File: src/lsp_pkg.sv
// Purpose: Shared constants for the link sequence, poll and duplicate block
// Assumes: One station clock mclk at 20 MHz, synchronous active-high reset
// Notes: Frame kinds and timing counts used by the control and FIFO files
//
// Summary of operation
// - Accepting error-free in-order info frame advances receive state by one.
// - Every individually addressed info and supervisory frame carries the next expected sequence.
// - Receive number is stamped from receive state just before transmission.
// - Individually addressed receive number acknowledges all frames below it.
// - Group or global addressed frames carry receive number zero.
// - Group or global received numbers acknowledge nothing.
// - Shared bit is poll in commands, final in responses.
// - Poll at one asks the addressed station for a final response.
// - At most one poll outstanding per direction on the connection.
// - New poll waits for a final response from the peer.
// - Poll may be resent after the poll timer expires.
// - Received poll queues a final response for first opportunity.
// - Final response to a poll goes out at urgent precedence.
// - Responses with final zero may be sent without any command.
// - Connectionless poll gets final response under the response hold.
// - Station keeps an identification counter for originated datagrams.
// - No identification number reused while still unacknowledged.
// - History of received acknowledged datagram commands is kept.
// - Entry holds addresses, number, check value, octet count, receive count.
// - Sequence numbers use modulus 128, seven bits wide.
// - Receive state stays between zero and modulus minus one.
// - History holds at most 255 entries per sending station; the code keeps 8 entries shared by all senders.

package lsp_pkg;

   // ************************************************************
   // Sequence numbering
   // ************************************************************
   localparam int SEQ_W = 7;
   localparam int SEQ_MOD = 128;
   localparam logic [6:0] SEQ_ZERO = 7'h00;
   localparam logic [6:0] SEQ_ONE = 7'h01;

   // ************************************************************
   // Frame kinds
   // ************************************************************
   localparam int KIND_W = 2;
   localparam logic [1:0] KIND_INFO = 2'h0;
   localparam logic [1:0] KIND_SUP = 2'h1;
   localparam logic [1:0] KIND_DGM = 2'h2;
   localparam logic [1:0] KIND_UNNUM = 2'h3;

   // Queued word: cmd, poll, group, kind
   localparam int QW = 5;
   localparam int Q_CMD = 4;
   localparam int Q_POLL = 3;
   localparam int Q_GROUP = 2;
   localparam int Q_KIND = 0;
   localparam int FIFO_DEPTH = 8;

   // ************************************************************
   // Poll timer
   // ************************************************************
   localparam int CLK_HZ = 20000000;
   localparam int POLL_TIME_MS = 1000;
   localparam int POLL_CYCLES = POLL_TIME_MS * (CLK_HZ / 1000);
   localparam int TMR_W = 32;

   // ************************************************************
   // Datagram numbering and history
   // ************************************************************
   localparam int ID_W = 8;
   localparam int ID_NUM = 256;
   localparam int ADDR_W = 8;
   localparam int FCS_W = 16;
   localparam int OCT_W = 12;
   localparam int CNT_W = 8;
   localparam logic [7:0] CNT_MAX = 8'hff;
   localparam logic [7:0] CNT_ONE = 8'h01;
   localparam int HIST_MAX = 255;
   localparam int HIST_DEPTH = 8;
   localparam int HIST_PW = 3;

endpackage : lsp_pkg

File: src/lsp_fifo.sv
// Purpose: Small flop-based FIFO with valid/ready on both sides
// Assumes: Single clock, synchronous reset, depth a power of two
// Notes: in_ready is a flop so it can feed a top-level port directly

module lsp_fifo #(
   parameter int WIDTH = lsp_pkg::QW,
   parameter int DEPTH = lsp_pkg::FIFO_DEPTH
) (
   // Clock and reset
   input wire logic mclk,
   input wire logic rst,
   // Fill side
   input wire logic in_valid,
   output logic in_ready,
   input wire logic [WIDTH-1:0] in_data,
   // Drain side
   output logic out_valid,
   input wire logic out_ready,
   output logic [WIDTH-1:0] out_data
);

   localparam int PW = $clog2(DEPTH);
   localparam int CW = $clog2(DEPTH + 1);
   localparam logic [CW-1:0] FULL_CNT = CW'(DEPTH);

   logic [WIDTH-1:0] mem [DEPTH];
   logic [PW-1:0] wptr, next_wptr, rptr, next_rptr;
   logic [CW-1:0] count, next_count;
   logic next_in_ready;
   logic push, pop;

   always_comb begin
      push = in_valid & in_ready;
      pop = out_valid & out_ready;
      next_wptr = push ? wptr + 1'b1 : wptr;
      next_rptr = pop ? rptr + 1'b1 : rptr;
      next_count = count + CW'(push) - CW'(pop);
      // Registered so back-pressure never forms a loop with the source
      next_in_ready = next_count != FULL_CNT;
   end

   always_ff @(posedge mclk) begin
      if (rst) begin
         wptr <= '0;
         rptr <= '0;
         count <= '0;
         in_ready <= 1'b1;
      end else begin
         wptr <= next_wptr;
         rptr <= next_rptr;
         count <= next_count;
         in_ready <= next_in_ready;
      end
   end

   always_ff @(posedge mclk) begin
      if (push) begin
         mem[wptr] <= in_data;
      end
   end

   assign out_valid = count != '0;
   assign out_data = mem[rptr];

endmodule : lsp_fifo

File: src/lsp_link_ctrl.sv
// Purpose: Receive state, poll/final exchange and datagram duplicate history
// Assumes: Receive and transmit strobes come from logic on mclk
// Notes: One data link connection; frame formats handled elsewhere

module lsp_link_ctrl #(
   parameter int poll_cycles = lsp_pkg::POLL_CYCLES
) (
   // Clock and reset
   input wire logic mclk,
   input wire logic rst,
   // Received frame summary, one-cycle strobe
   input wire logic rx_valid,
   input wire logic rx_fcs_ok,
   input wire logic [1:0] rx_kind,
   input wire logic rx_cmd,
   input wire logic rx_pf,
   input wire logic rx_group,
   input wire logic [6:0] rx_ns,
   input wire logic [6:0] rx_nr,
   input wire logic [7:0] rx_src,
   input wire logic [7:0] rx_dst,
   input wire logic [7:0] rx_id,
   input wire logic [15:0] rx_fcs,
   input wire logic [11:0] rx_octets,
   // Transmit requests into the queue
   input wire logic tx_valid,
   output logic tx_ready,
   input wire logic [1:0] tx_kind,
   input wire logic tx_cmd,
   input wire logic tx_poll,
   input wire logic tx_group,
   // Frame header toward the transmitter
   output logic out_valid,
   input wire logic out_ready,
   output logic [1:0] out_kind,
   output logic out_cmd,
   output logic out_pf,
   output logic out_group,
   output logic [6:0] out_nr,
   output logic out_urgent,
   output logic out_response_hold,
   output logic [7:0] out_dgm_id,
   // Datagram acknowledgement from the peer
   input wire logic dgm_ack_valid,
   input wire logic [7:0] dgm_ack_id,
   // Status
   output logic [6:0] recv_state,
   output logic ack_valid,
   output logic [6:0] ack_nr,
   output logic poll_pending,
   output logic poll_timeout,
   output logic hist_valid,
   output logic hist_hit,
   output logic [7:0] hist_count
);

   // ************************************************************
   // Queue of transmit requests
   // ************************************************************
   logic f_valid, f_ready;
   logic [lsp_pkg::QW-1:0] f_data;

   lsp_fifo #(.WIDTH(lsp_pkg::QW), .DEPTH(lsp_pkg::FIFO_DEPTH)) u_fifo (
      .mclk(mclk),
      .rst(rst),
      .in_valid(tx_valid),
      .in_ready(tx_ready),
      .in_data({tx_cmd, tx_poll, tx_group, tx_kind}),
      .out_valid(f_valid),
      .out_ready(f_ready),
      .out_data(f_data)
   );

   // ************************************************************
   // Link state
   // ************************************************************
   logic [lsp_pkg::TMR_W-1:0] ptmr, next_ptmr;
   logic [lsp_pkg::ID_NUM-1:0] id_busy, next_id_busy;
   logic [6:0] next_recv_state, next_out_nr, next_ack_nr;
   logic [7:0] dgm_id, next_dgm_id, next_out_dgm_id;
   logic [1:0] next_out_kind;
   logic final_pend, next_final_pend, final_hold, next_final_hold;
   logic next_out_valid, next_out_cmd, next_out_pf, next_out_group;
   logic next_out_urgent, next_out_response_hold;
   logic next_ack_valid, next_poll_pending, next_poll_timeout;
   logic rx_ok, load, head_pf, head_block, take_final, take_head, launch_poll;

   always_comb begin
      rx_ok = rx_valid & rx_fcs_ok;
      load = ~out_valid | out_ready;
      // Group frames never carry a poll
      head_pf = f_data[lsp_pkg::Q_CMD] & f_data[lsp_pkg::Q_POLL]
         & ~f_data[lsp_pkg::Q_GROUP];
      head_block = (head_pf & poll_pending)
         | (f_data[1:0] == lsp_pkg::KIND_DGM & id_busy[dgm_id]);
      take_final = load & final_pend;
      take_head = load & ~final_pend & f_valid & ~head_block;
      f_ready = take_head;
      launch_poll = take_head & head_pf;

      next_recv_state = recv_state;
      if (rx_ok && rx_kind == lsp_pkg::KIND_INFO && !rx_group
            && rx_ns == recv_state) begin
         // 7-bit add wraps 127 to 0
         next_recv_state = recv_state + lsp_pkg::SEQ_ONE;
      end

      // Only individually addressed numbered frames acknowledge
      next_ack_valid = rx_ok & ~rx_group
         & (rx_kind == lsp_pkg::KIND_INFO | rx_kind == lsp_pkg::KIND_SUP);
      next_ack_nr = next_ack_valid ? rx_nr : ack_nr;

      next_poll_pending = poll_pending;
      next_poll_timeout = 1'b0;
      next_ptmr = ptmr;
      if (rx_ok && !rx_cmd && rx_pf && !rx_group) begin
         next_poll_pending = 1'b0;
      end else if (poll_pending) begin
         next_ptmr = ptmr - 1'b1;
         if (ptmr == lsp_pkg::TMR_W'(1)) begin
            // Expiry frees the slot so the poll may be resent
            next_poll_pending = 1'b0;
            next_poll_timeout = 1'b1;
         end
      end
      if (launch_poll) begin
         next_poll_pending = 1'b1;
         next_ptmr = lsp_pkg::TMR_W'(poll_cycles);
      end

      next_final_pend = final_pend & ~take_final;
      next_final_hold = final_hold;
      // New poll beats the clear of the previous one
      if (rx_ok && rx_cmd && rx_pf && !rx_group) begin
         next_final_pend = 1'b1;
         next_final_hold = rx_kind == lsp_pkg::KIND_DGM;
      end

      next_id_busy = id_busy;
      next_dgm_id = dgm_id;
      if (dgm_ack_valid) begin
         next_id_busy[dgm_ack_id] = 1'b0;
      end
      if (take_head && f_data[1:0] == lsp_pkg::KIND_DGM) begin
         next_id_busy[dgm_id] = 1'b1;
         next_dgm_id = dgm_id + 8'h01;
      end

      next_out_valid = out_valid & ~out_ready;
      next_out_kind = out_kind;
      next_out_cmd = out_cmd;
      next_out_pf = out_pf;
      next_out_group = out_group;
      next_out_nr = out_nr;
      next_out_urgent = out_urgent;
      next_out_response_hold = out_response_hold;
      next_out_dgm_id = out_dgm_id;
      if (take_final) begin
         next_out_valid = 1'b1;
         next_out_kind = final_hold ? lsp_pkg::KIND_DGM : lsp_pkg::KIND_SUP;
         next_out_cmd = 1'b0;
         next_out_pf = 1'b1;
         next_out_group = 1'b0;
         next_out_nr = next_recv_state;
         next_out_urgent = 1'b1;
         next_out_response_hold = final_hold;
         next_out_dgm_id = out_dgm_id;
      end else if (take_head) begin
         next_out_valid = 1'b1;
         next_out_kind = f_data[1:0];
         next_out_cmd = f_data[lsp_pkg::Q_CMD];
         // Queued responses always carry final zero
         next_out_pf = head_pf;
         next_out_group = f_data[lsp_pkg::Q_GROUP];
         next_out_nr = f_data[lsp_pkg::Q_GROUP] ? lsp_pkg::SEQ_ZERO
            : next_recv_state;
         next_out_urgent = 1'b0;
         next_out_response_hold = 1'b0;
         next_out_dgm_id = dgm_id;
      end
   end

   always_ff @(posedge mclk) begin
      if (rst) begin
         recv_state <= lsp_pkg::SEQ_ZERO;
         ack_valid <= 1'b0;
         ack_nr <= lsp_pkg::SEQ_ZERO;
         poll_pending <= 1'b0;
         poll_timeout <= 1'b0;
         ptmr <= '0;
         final_pend <= 1'b0;
         final_hold <= 1'b0;
         id_busy <= '0;
         dgm_id <= 8'h00;
         out_valid <= 1'b0;
         out_kind <= lsp_pkg::KIND_INFO;
         out_cmd <= 1'b0;
         out_pf <= 1'b0;
         out_group <= 1'b0;
         out_nr <= lsp_pkg::SEQ_ZERO;
         out_urgent <= 1'b0;
         out_response_hold <= 1'b0;
         out_dgm_id <= 8'h00;
      end else begin
         recv_state <= next_recv_state;
         ack_valid <= next_ack_valid;
         ack_nr <= next_ack_nr;
         poll_pending <= next_poll_pending;
         poll_timeout <= next_poll_timeout;
         ptmr <= next_ptmr;
         final_pend <= next_final_pend;
         final_hold <= next_final_hold;
         id_busy <= next_id_busy;
         dgm_id <= next_dgm_id;
         out_valid <= next_out_valid;
         out_kind <= next_out_kind;
         out_cmd <= next_out_cmd;
         out_pf <= next_out_pf;
         out_group <= next_out_group;
         out_nr <= next_out_nr;
         out_urgent <= next_out_urgent;
         out_response_hold <= next_out_response_hold;
         out_dgm_id <= next_out_dgm_id;
      end
   end

   // ************************************************************
   // Duplicate history
   // ************************************************************
   logic [7:0] h_src [lsp_pkg::HIST_DEPTH];
   logic [7:0] h_dst [lsp_pkg::HIST_DEPTH];
   logic [7:0] h_id [lsp_pkg::HIST_DEPTH];
   logic [15:0] h_fcs [lsp_pkg::HIST_DEPTH];
   logic [11:0] h_oct [lsp_pkg::HIST_DEPTH];
   logic [7:0] h_cnt [lsp_pkg::HIST_DEPTH];
   logic [lsp_pkg::HIST_DEPTH-1:0] h_vld, h_match;
   logic [lsp_pkg::HIST_PW-1:0] h_wptr, next_h_wptr, h_sel;
   logic h_rx, h_any, next_hist_valid, next_hist_hit;
   logic [7:0] next_hist_count;

   // Match on sender and number; the verdict itself is left to software
   for (genvar i = 0; i < lsp_pkg::HIST_DEPTH; i++) begin : g_match
      assign h_match[i] = h_vld[i] & h_src[i] == rx_src & h_id[i] == rx_id;
   end

   always_comb begin
      h_rx = rx_ok & rx_cmd & rx_kind == lsp_pkg::KIND_DGM;
      h_any = |h_match;
      h_sel = '0;
      for (int k = lsp_pkg::HIST_DEPTH - 1; k >= 0; k--) begin
         if (h_match[k]) begin
            h_sel = lsp_pkg::HIST_PW'(k);
         end
      end
      next_h_wptr = (h_rx && !h_any) ? h_wptr + 1'b1 : h_wptr;
      next_hist_valid = h_rx;
      next_hist_hit = h_rx ? h_any : hist_hit;
      next_hist_count = hist_count;
      if (h_rx) begin
         next_hist_count = !h_any ? lsp_pkg::CNT_ONE
            : (h_cnt[h_sel] == lsp_pkg::CNT_MAX) ? lsp_pkg::CNT_MAX
            : h_cnt[h_sel] + 8'h01;
      end
   end

   always_ff @(posedge mclk) begin
      if (rst) begin
         h_vld <= '0;
         h_wptr <= '0;
         hist_valid <= 1'b0;
         hist_hit <= 1'b0;
         hist_count <= 8'h00;
      end else begin
         h_wptr <= next_h_wptr;
         hist_valid <= next_hist_valid;
         hist_hit <= next_hist_hit;
         hist_count <= next_hist_count;
         if (h_rx && !h_any) begin
            h_vld[h_wptr] <= 1'b1;
         end
      end
   end

   // Oldest entry is overwritten round-robin
   always_ff @(posedge mclk) begin
      if (h_rx && h_any) begin
         h_cnt[h_sel] <= next_hist_count;
      end else if (h_rx) begin
         h_src[h_wptr] <= rx_src;
         h_dst[h_wptr] <= rx_dst;
         h_id[h_wptr] <= rx_id;
         h_fcs[h_wptr] <= rx_fcs;
         h_oct[h_wptr] <= rx_octets;
         h_cnt[h_wptr] <= next_hist_count;
      end
   end
endmodule : lsp_link_ctrl

File: config.mk
export PLATFORM = sky130hd
export DESIGN_NAME = lsp_link_ctrl
export DESIGN_NICKNAME = d
export VERILOG_FILES = /design/src/lsp_pkg.sv /design/src/lsp_fifo.sv /design/src/lsp_link_ctrl.sv
export SDC_FILE = /design/constraint.sdc
export NUM_CORES = 1
export LEC_CHECK = 0
export BUFFER_PORTS_ARGS = -buffer_cell sky130_fd_sc_hd__buf_2
export CAP_MARGIN = 15
export CORE_UTILIZATION = 66
export CTS_CLUSTER_DIAMETER = 200
export DETAILED_ROUTE_END_ITERATION = 10
export PLACE_DENSITY_LB_ADDON = 0.08
export SLEW_MARGIN = 20
export SYNTH_ARGS = -nofsm -noshare
export SYNTH_HDL_FRONTEND = slang
export SYNTH_SLANG_ARGS = --single-unit
File: constraint.sdc
create_clock -name mclk -period 10.3 [get_ports mclk]
set_input_delay 1.545 -clock mclk [delete_from_list [all_inputs] [get_ports mclk]]
set_output_delay 1.545 -clock mclk [all_outputs]
set_load 0.02 [all_outputs]
==> flow_summary.yaml <==
grt:
  grt_util_all_layers: 0.332
  antenna_found_initial: 0
  grt_overflow_total: 0
  grt_pass1_wl_um: 107000
  grt_max_degree: 133
  grt_pass1_vias: 19600
sta:
  worstMarginPinSlew_ns: 1.10
  rsz0062_at_grt: "false"
  slew_violations: 0
  hold_viol: 0
  finalSetupTns_ns: 0
  setup_viol: 0
  setup_slack_ns: 4.13
  clock_skew_ns: 0.0130
  timing.fmax_mhz: 162
  period_share: 0.599
  max_slew_margin: 0.264
  period_needed_ns: 6.17
critical_path:
  path_class: "register to register"
  worst-path-max-fanout: 39
  required_ns: 10.75
  endpoint_kind: "register"
  cp.arrival_ns: 6.62
  cp-start-kind: "register"
yosys:
  ys_ff_latch: 605
  synth_compound_area_frac: 0.141
  synth_xor_area_frac: 0.0610
  synth_ff_type: "dfxtp_1"
  synth_top_family_by_area: "compound AO/OA/AOI/OAI gates"
  synthArstFlopShare: 0
  synthMuxAreaShare: 0.0921
  yosys_warnings: 0
  syn_nets: 2532
  synthAdderAreaFrac: 0.00829
  synth.yosys.seq_area_share: 0.544
  synth_cell_types: 83
  netlist_area_um2: 26600
  synth_area_per_cell_um2: 11.0
  synth-simple-area-share: 0.118
  synth-edff-count: 232
  synthCells: 2424
drt:
  drtIter0Drc: 2279
  finalWirelength_um: 68400
  drc: 0
  first_pass_iters: 6
  vias: 20000
  avgViaCountPerCell: 6.65
  wl_per_cell_um: 22.8
  drtAntennaViolNets: 0
cts:
  cts_max_level: 2
  clock_latency_ns: 0.61
  clock_sinks: 605
  cts_buffers: 58
  clk_pin_slew_ns: 0.06
  cts_resized: 0
  cts_setup_buffers: 0
  cts_hold_buf: 0
  cts-root-buf: "clkbuf_16"
  clk_path_buf_depth: 3
  cts_tree: "yes"
place:
  gp_congestion: 0.889
  dpl_worst_slack_ns: 3.95
  io_buffer_count: 105
  dp_hpwl_um: 42500
floorplan:
  coreArea_um2: 39700
  design.die.area_um2: 41000
  initial_core_util: 0.668
  die_h_um: 203
  num_rows: 73
  die_x_um: 203
  ios: 142
power:
  power_density_nw_per_um2: 198
  vdd_drop_max_v: 0.000162
  leakage_nw: 9.71
cells_and_area:
  antenna_cells: 0
  num-nets-final: 2533
  area_growth_pct: 9.86
  fillers: 2722
  final_common_cell: "dfxtp_1"
  layout_common_cells: "dfxtp_1 (371), o21ai_0 (271), edfxtp_1 (232), o22ai_1 (192), nand2_1 (188)"
  drive_above_1_share: 0.143
hold_path:
  min-delay-path-class: "register to register"
run:
  drv_cap: 0
run_status:
  status: "complete, no violations"
## metrics by stage
stage	util	total power [mW]	instances	area, µm²	hold slack [ns]
2_1_floorplan	-	3.38	2424	26600	0.436
3_3_place_gp	0.682	3.54	2890	27100	0.440
3_5_place_dp	0.682	3.57	2890	27100	0.452
4_1_cts	0.734	5.81	3000	29200	0.460
5_1_grt	0.734	5.99	3000	29200	0.483
6_report	0.734	5.78	3000	29200	0.456
## flip-flops by register name (all words and copies together) (netlist names), 8 cells and up, named ones only
name,cells
hist_count,8
h_id,64
ptmr,32
h_vld,8
id_busy,256
u_fifo.mem,40
h_src,64
dgm_id,8
h_cnt,64
out_dgm_id,8
## final cells by class
class,count,area [µm²],share of cell area
Tap cell,525,657,0.0225
Inverter,34,128,0.00438
Timing Repair Buffer,123,671,0.0230
Sequential cell,605,14400,0.495
Clock inverter,31,377,0.0129
Clock buffer,79,1660,0.0570
Multi-Input combinational cell,1603,11200,0.385
## metal layers
metal  vias up  GRT usage  wire, µm
met2       966      0.561     33800
met5         -          0         0
met4         0      0.144      2770
met1      9756      0.426     26500
li1       9026          -         -
met3       210     0.0506      5330
## kinds of logic (layout without fill, tap and decap cells)
family                     count (synthesis)  after routing
DFF                                      605            605
xor gates and xnor gates                 185            185
buffers and inverters                    216            267
and+or+nand+nor                          624            624
adders and majority gates                 17             17
muxes                                    129            129
AOI/OAI and AO/OA                        648            648
## worst max-delay path, stage by stage, from the launching register on
cell and delay (ns):
dfxtp_4 0.76, buf_4 0.77, mux4_2 0.67, mux4_2 0.52, mux4_2 0.49, mux2i_1 0.22
a211o_1 0.19, nand3_1 0.17, a31o_1 0.52, inv_2 0.32, nand2_1 0.35, nand2b_1 0.78
nor2_1 0.16
## cells in the mapped netlist (4+ instances only)
library cell | count | area (µm²)
buf_1 | 5 | 18.8
or3_1 | 12 | 75.1
xnor2_1 | 131 | 1150
a21o_1 | 4 | 30.0
a21oi_1 | 111 | 556
a221oi_1 | 8 | 70.1
and2_1 | 14 | 87.6
nand4_1 | 47 | 294
nand2_1 | 188 | 706
mux4_2 | 92 | 2070
inv_1 | 32 | 120
o211ai_1 | 4 | 30.0
a32oi_1 | 4 | 35.0
nand2b_1 | 19 | 119
or4_1 | 10 | 75.1
and4b_1 | 6 | 60.1
nand3b_1 | 8 | 60.1
nor2b_1 | 21 | 131
nor2_1 | 140 | 526
clkbuf_1 | 139 | 522
xor2_1 | 54 | 473
edfxtp_1 | 232 | 6970
buf_4 | 9 | 67.6
mux2i_1 | 34 | 340
and3_1 | 5 | 31.3
o31ai_1 | 6 | 45.0
dfxtp_1 | 373 | 7470
or2_2 | 7 | 43.8
and4_1 | 4 | 35.0
nor3b_1 | 11 | 82.6
o21ai_0 | 271 | 1360
a21oi_2 | 4 | 35.0
nor4_1 | 25 | 156
nand3_1 | 45 | 225
nor3_1 | 40 | 200
a211oi_1 | 4 | 30.0
a31oi_1 | 5 | 31.3
buf_2 | 19 | 95.1
buf_6 | 10 | 113
ha_1 | 16 | 200
o22ai_1 | 192 | 1200
## power by group
group | switching (mW) | internal, mW
combinational | 0.502 | 0.340
sequential | 0.115 | 2.57
clock | 0.904 | 1.35
## path summary, 6_finish.rpt
| kind | from | to | slack (ns) | cells past startpoint |
|---|---|---|---|---|
| setup / recovery | dgm_id[0] | ptmr[6] | 4.13 | 12 |
| hold / removal | ack_nr[6] | ack_nr[6] | 0.46 | 2 |
| setup reg to reg | dgm_id[0] | ptmr[6] | 4.13 | 12 |
| hold reg to reg | ack_nr[6] | ack_nr[6] | 0.46 | 2 |
Power figures use the tool's default switching activity.
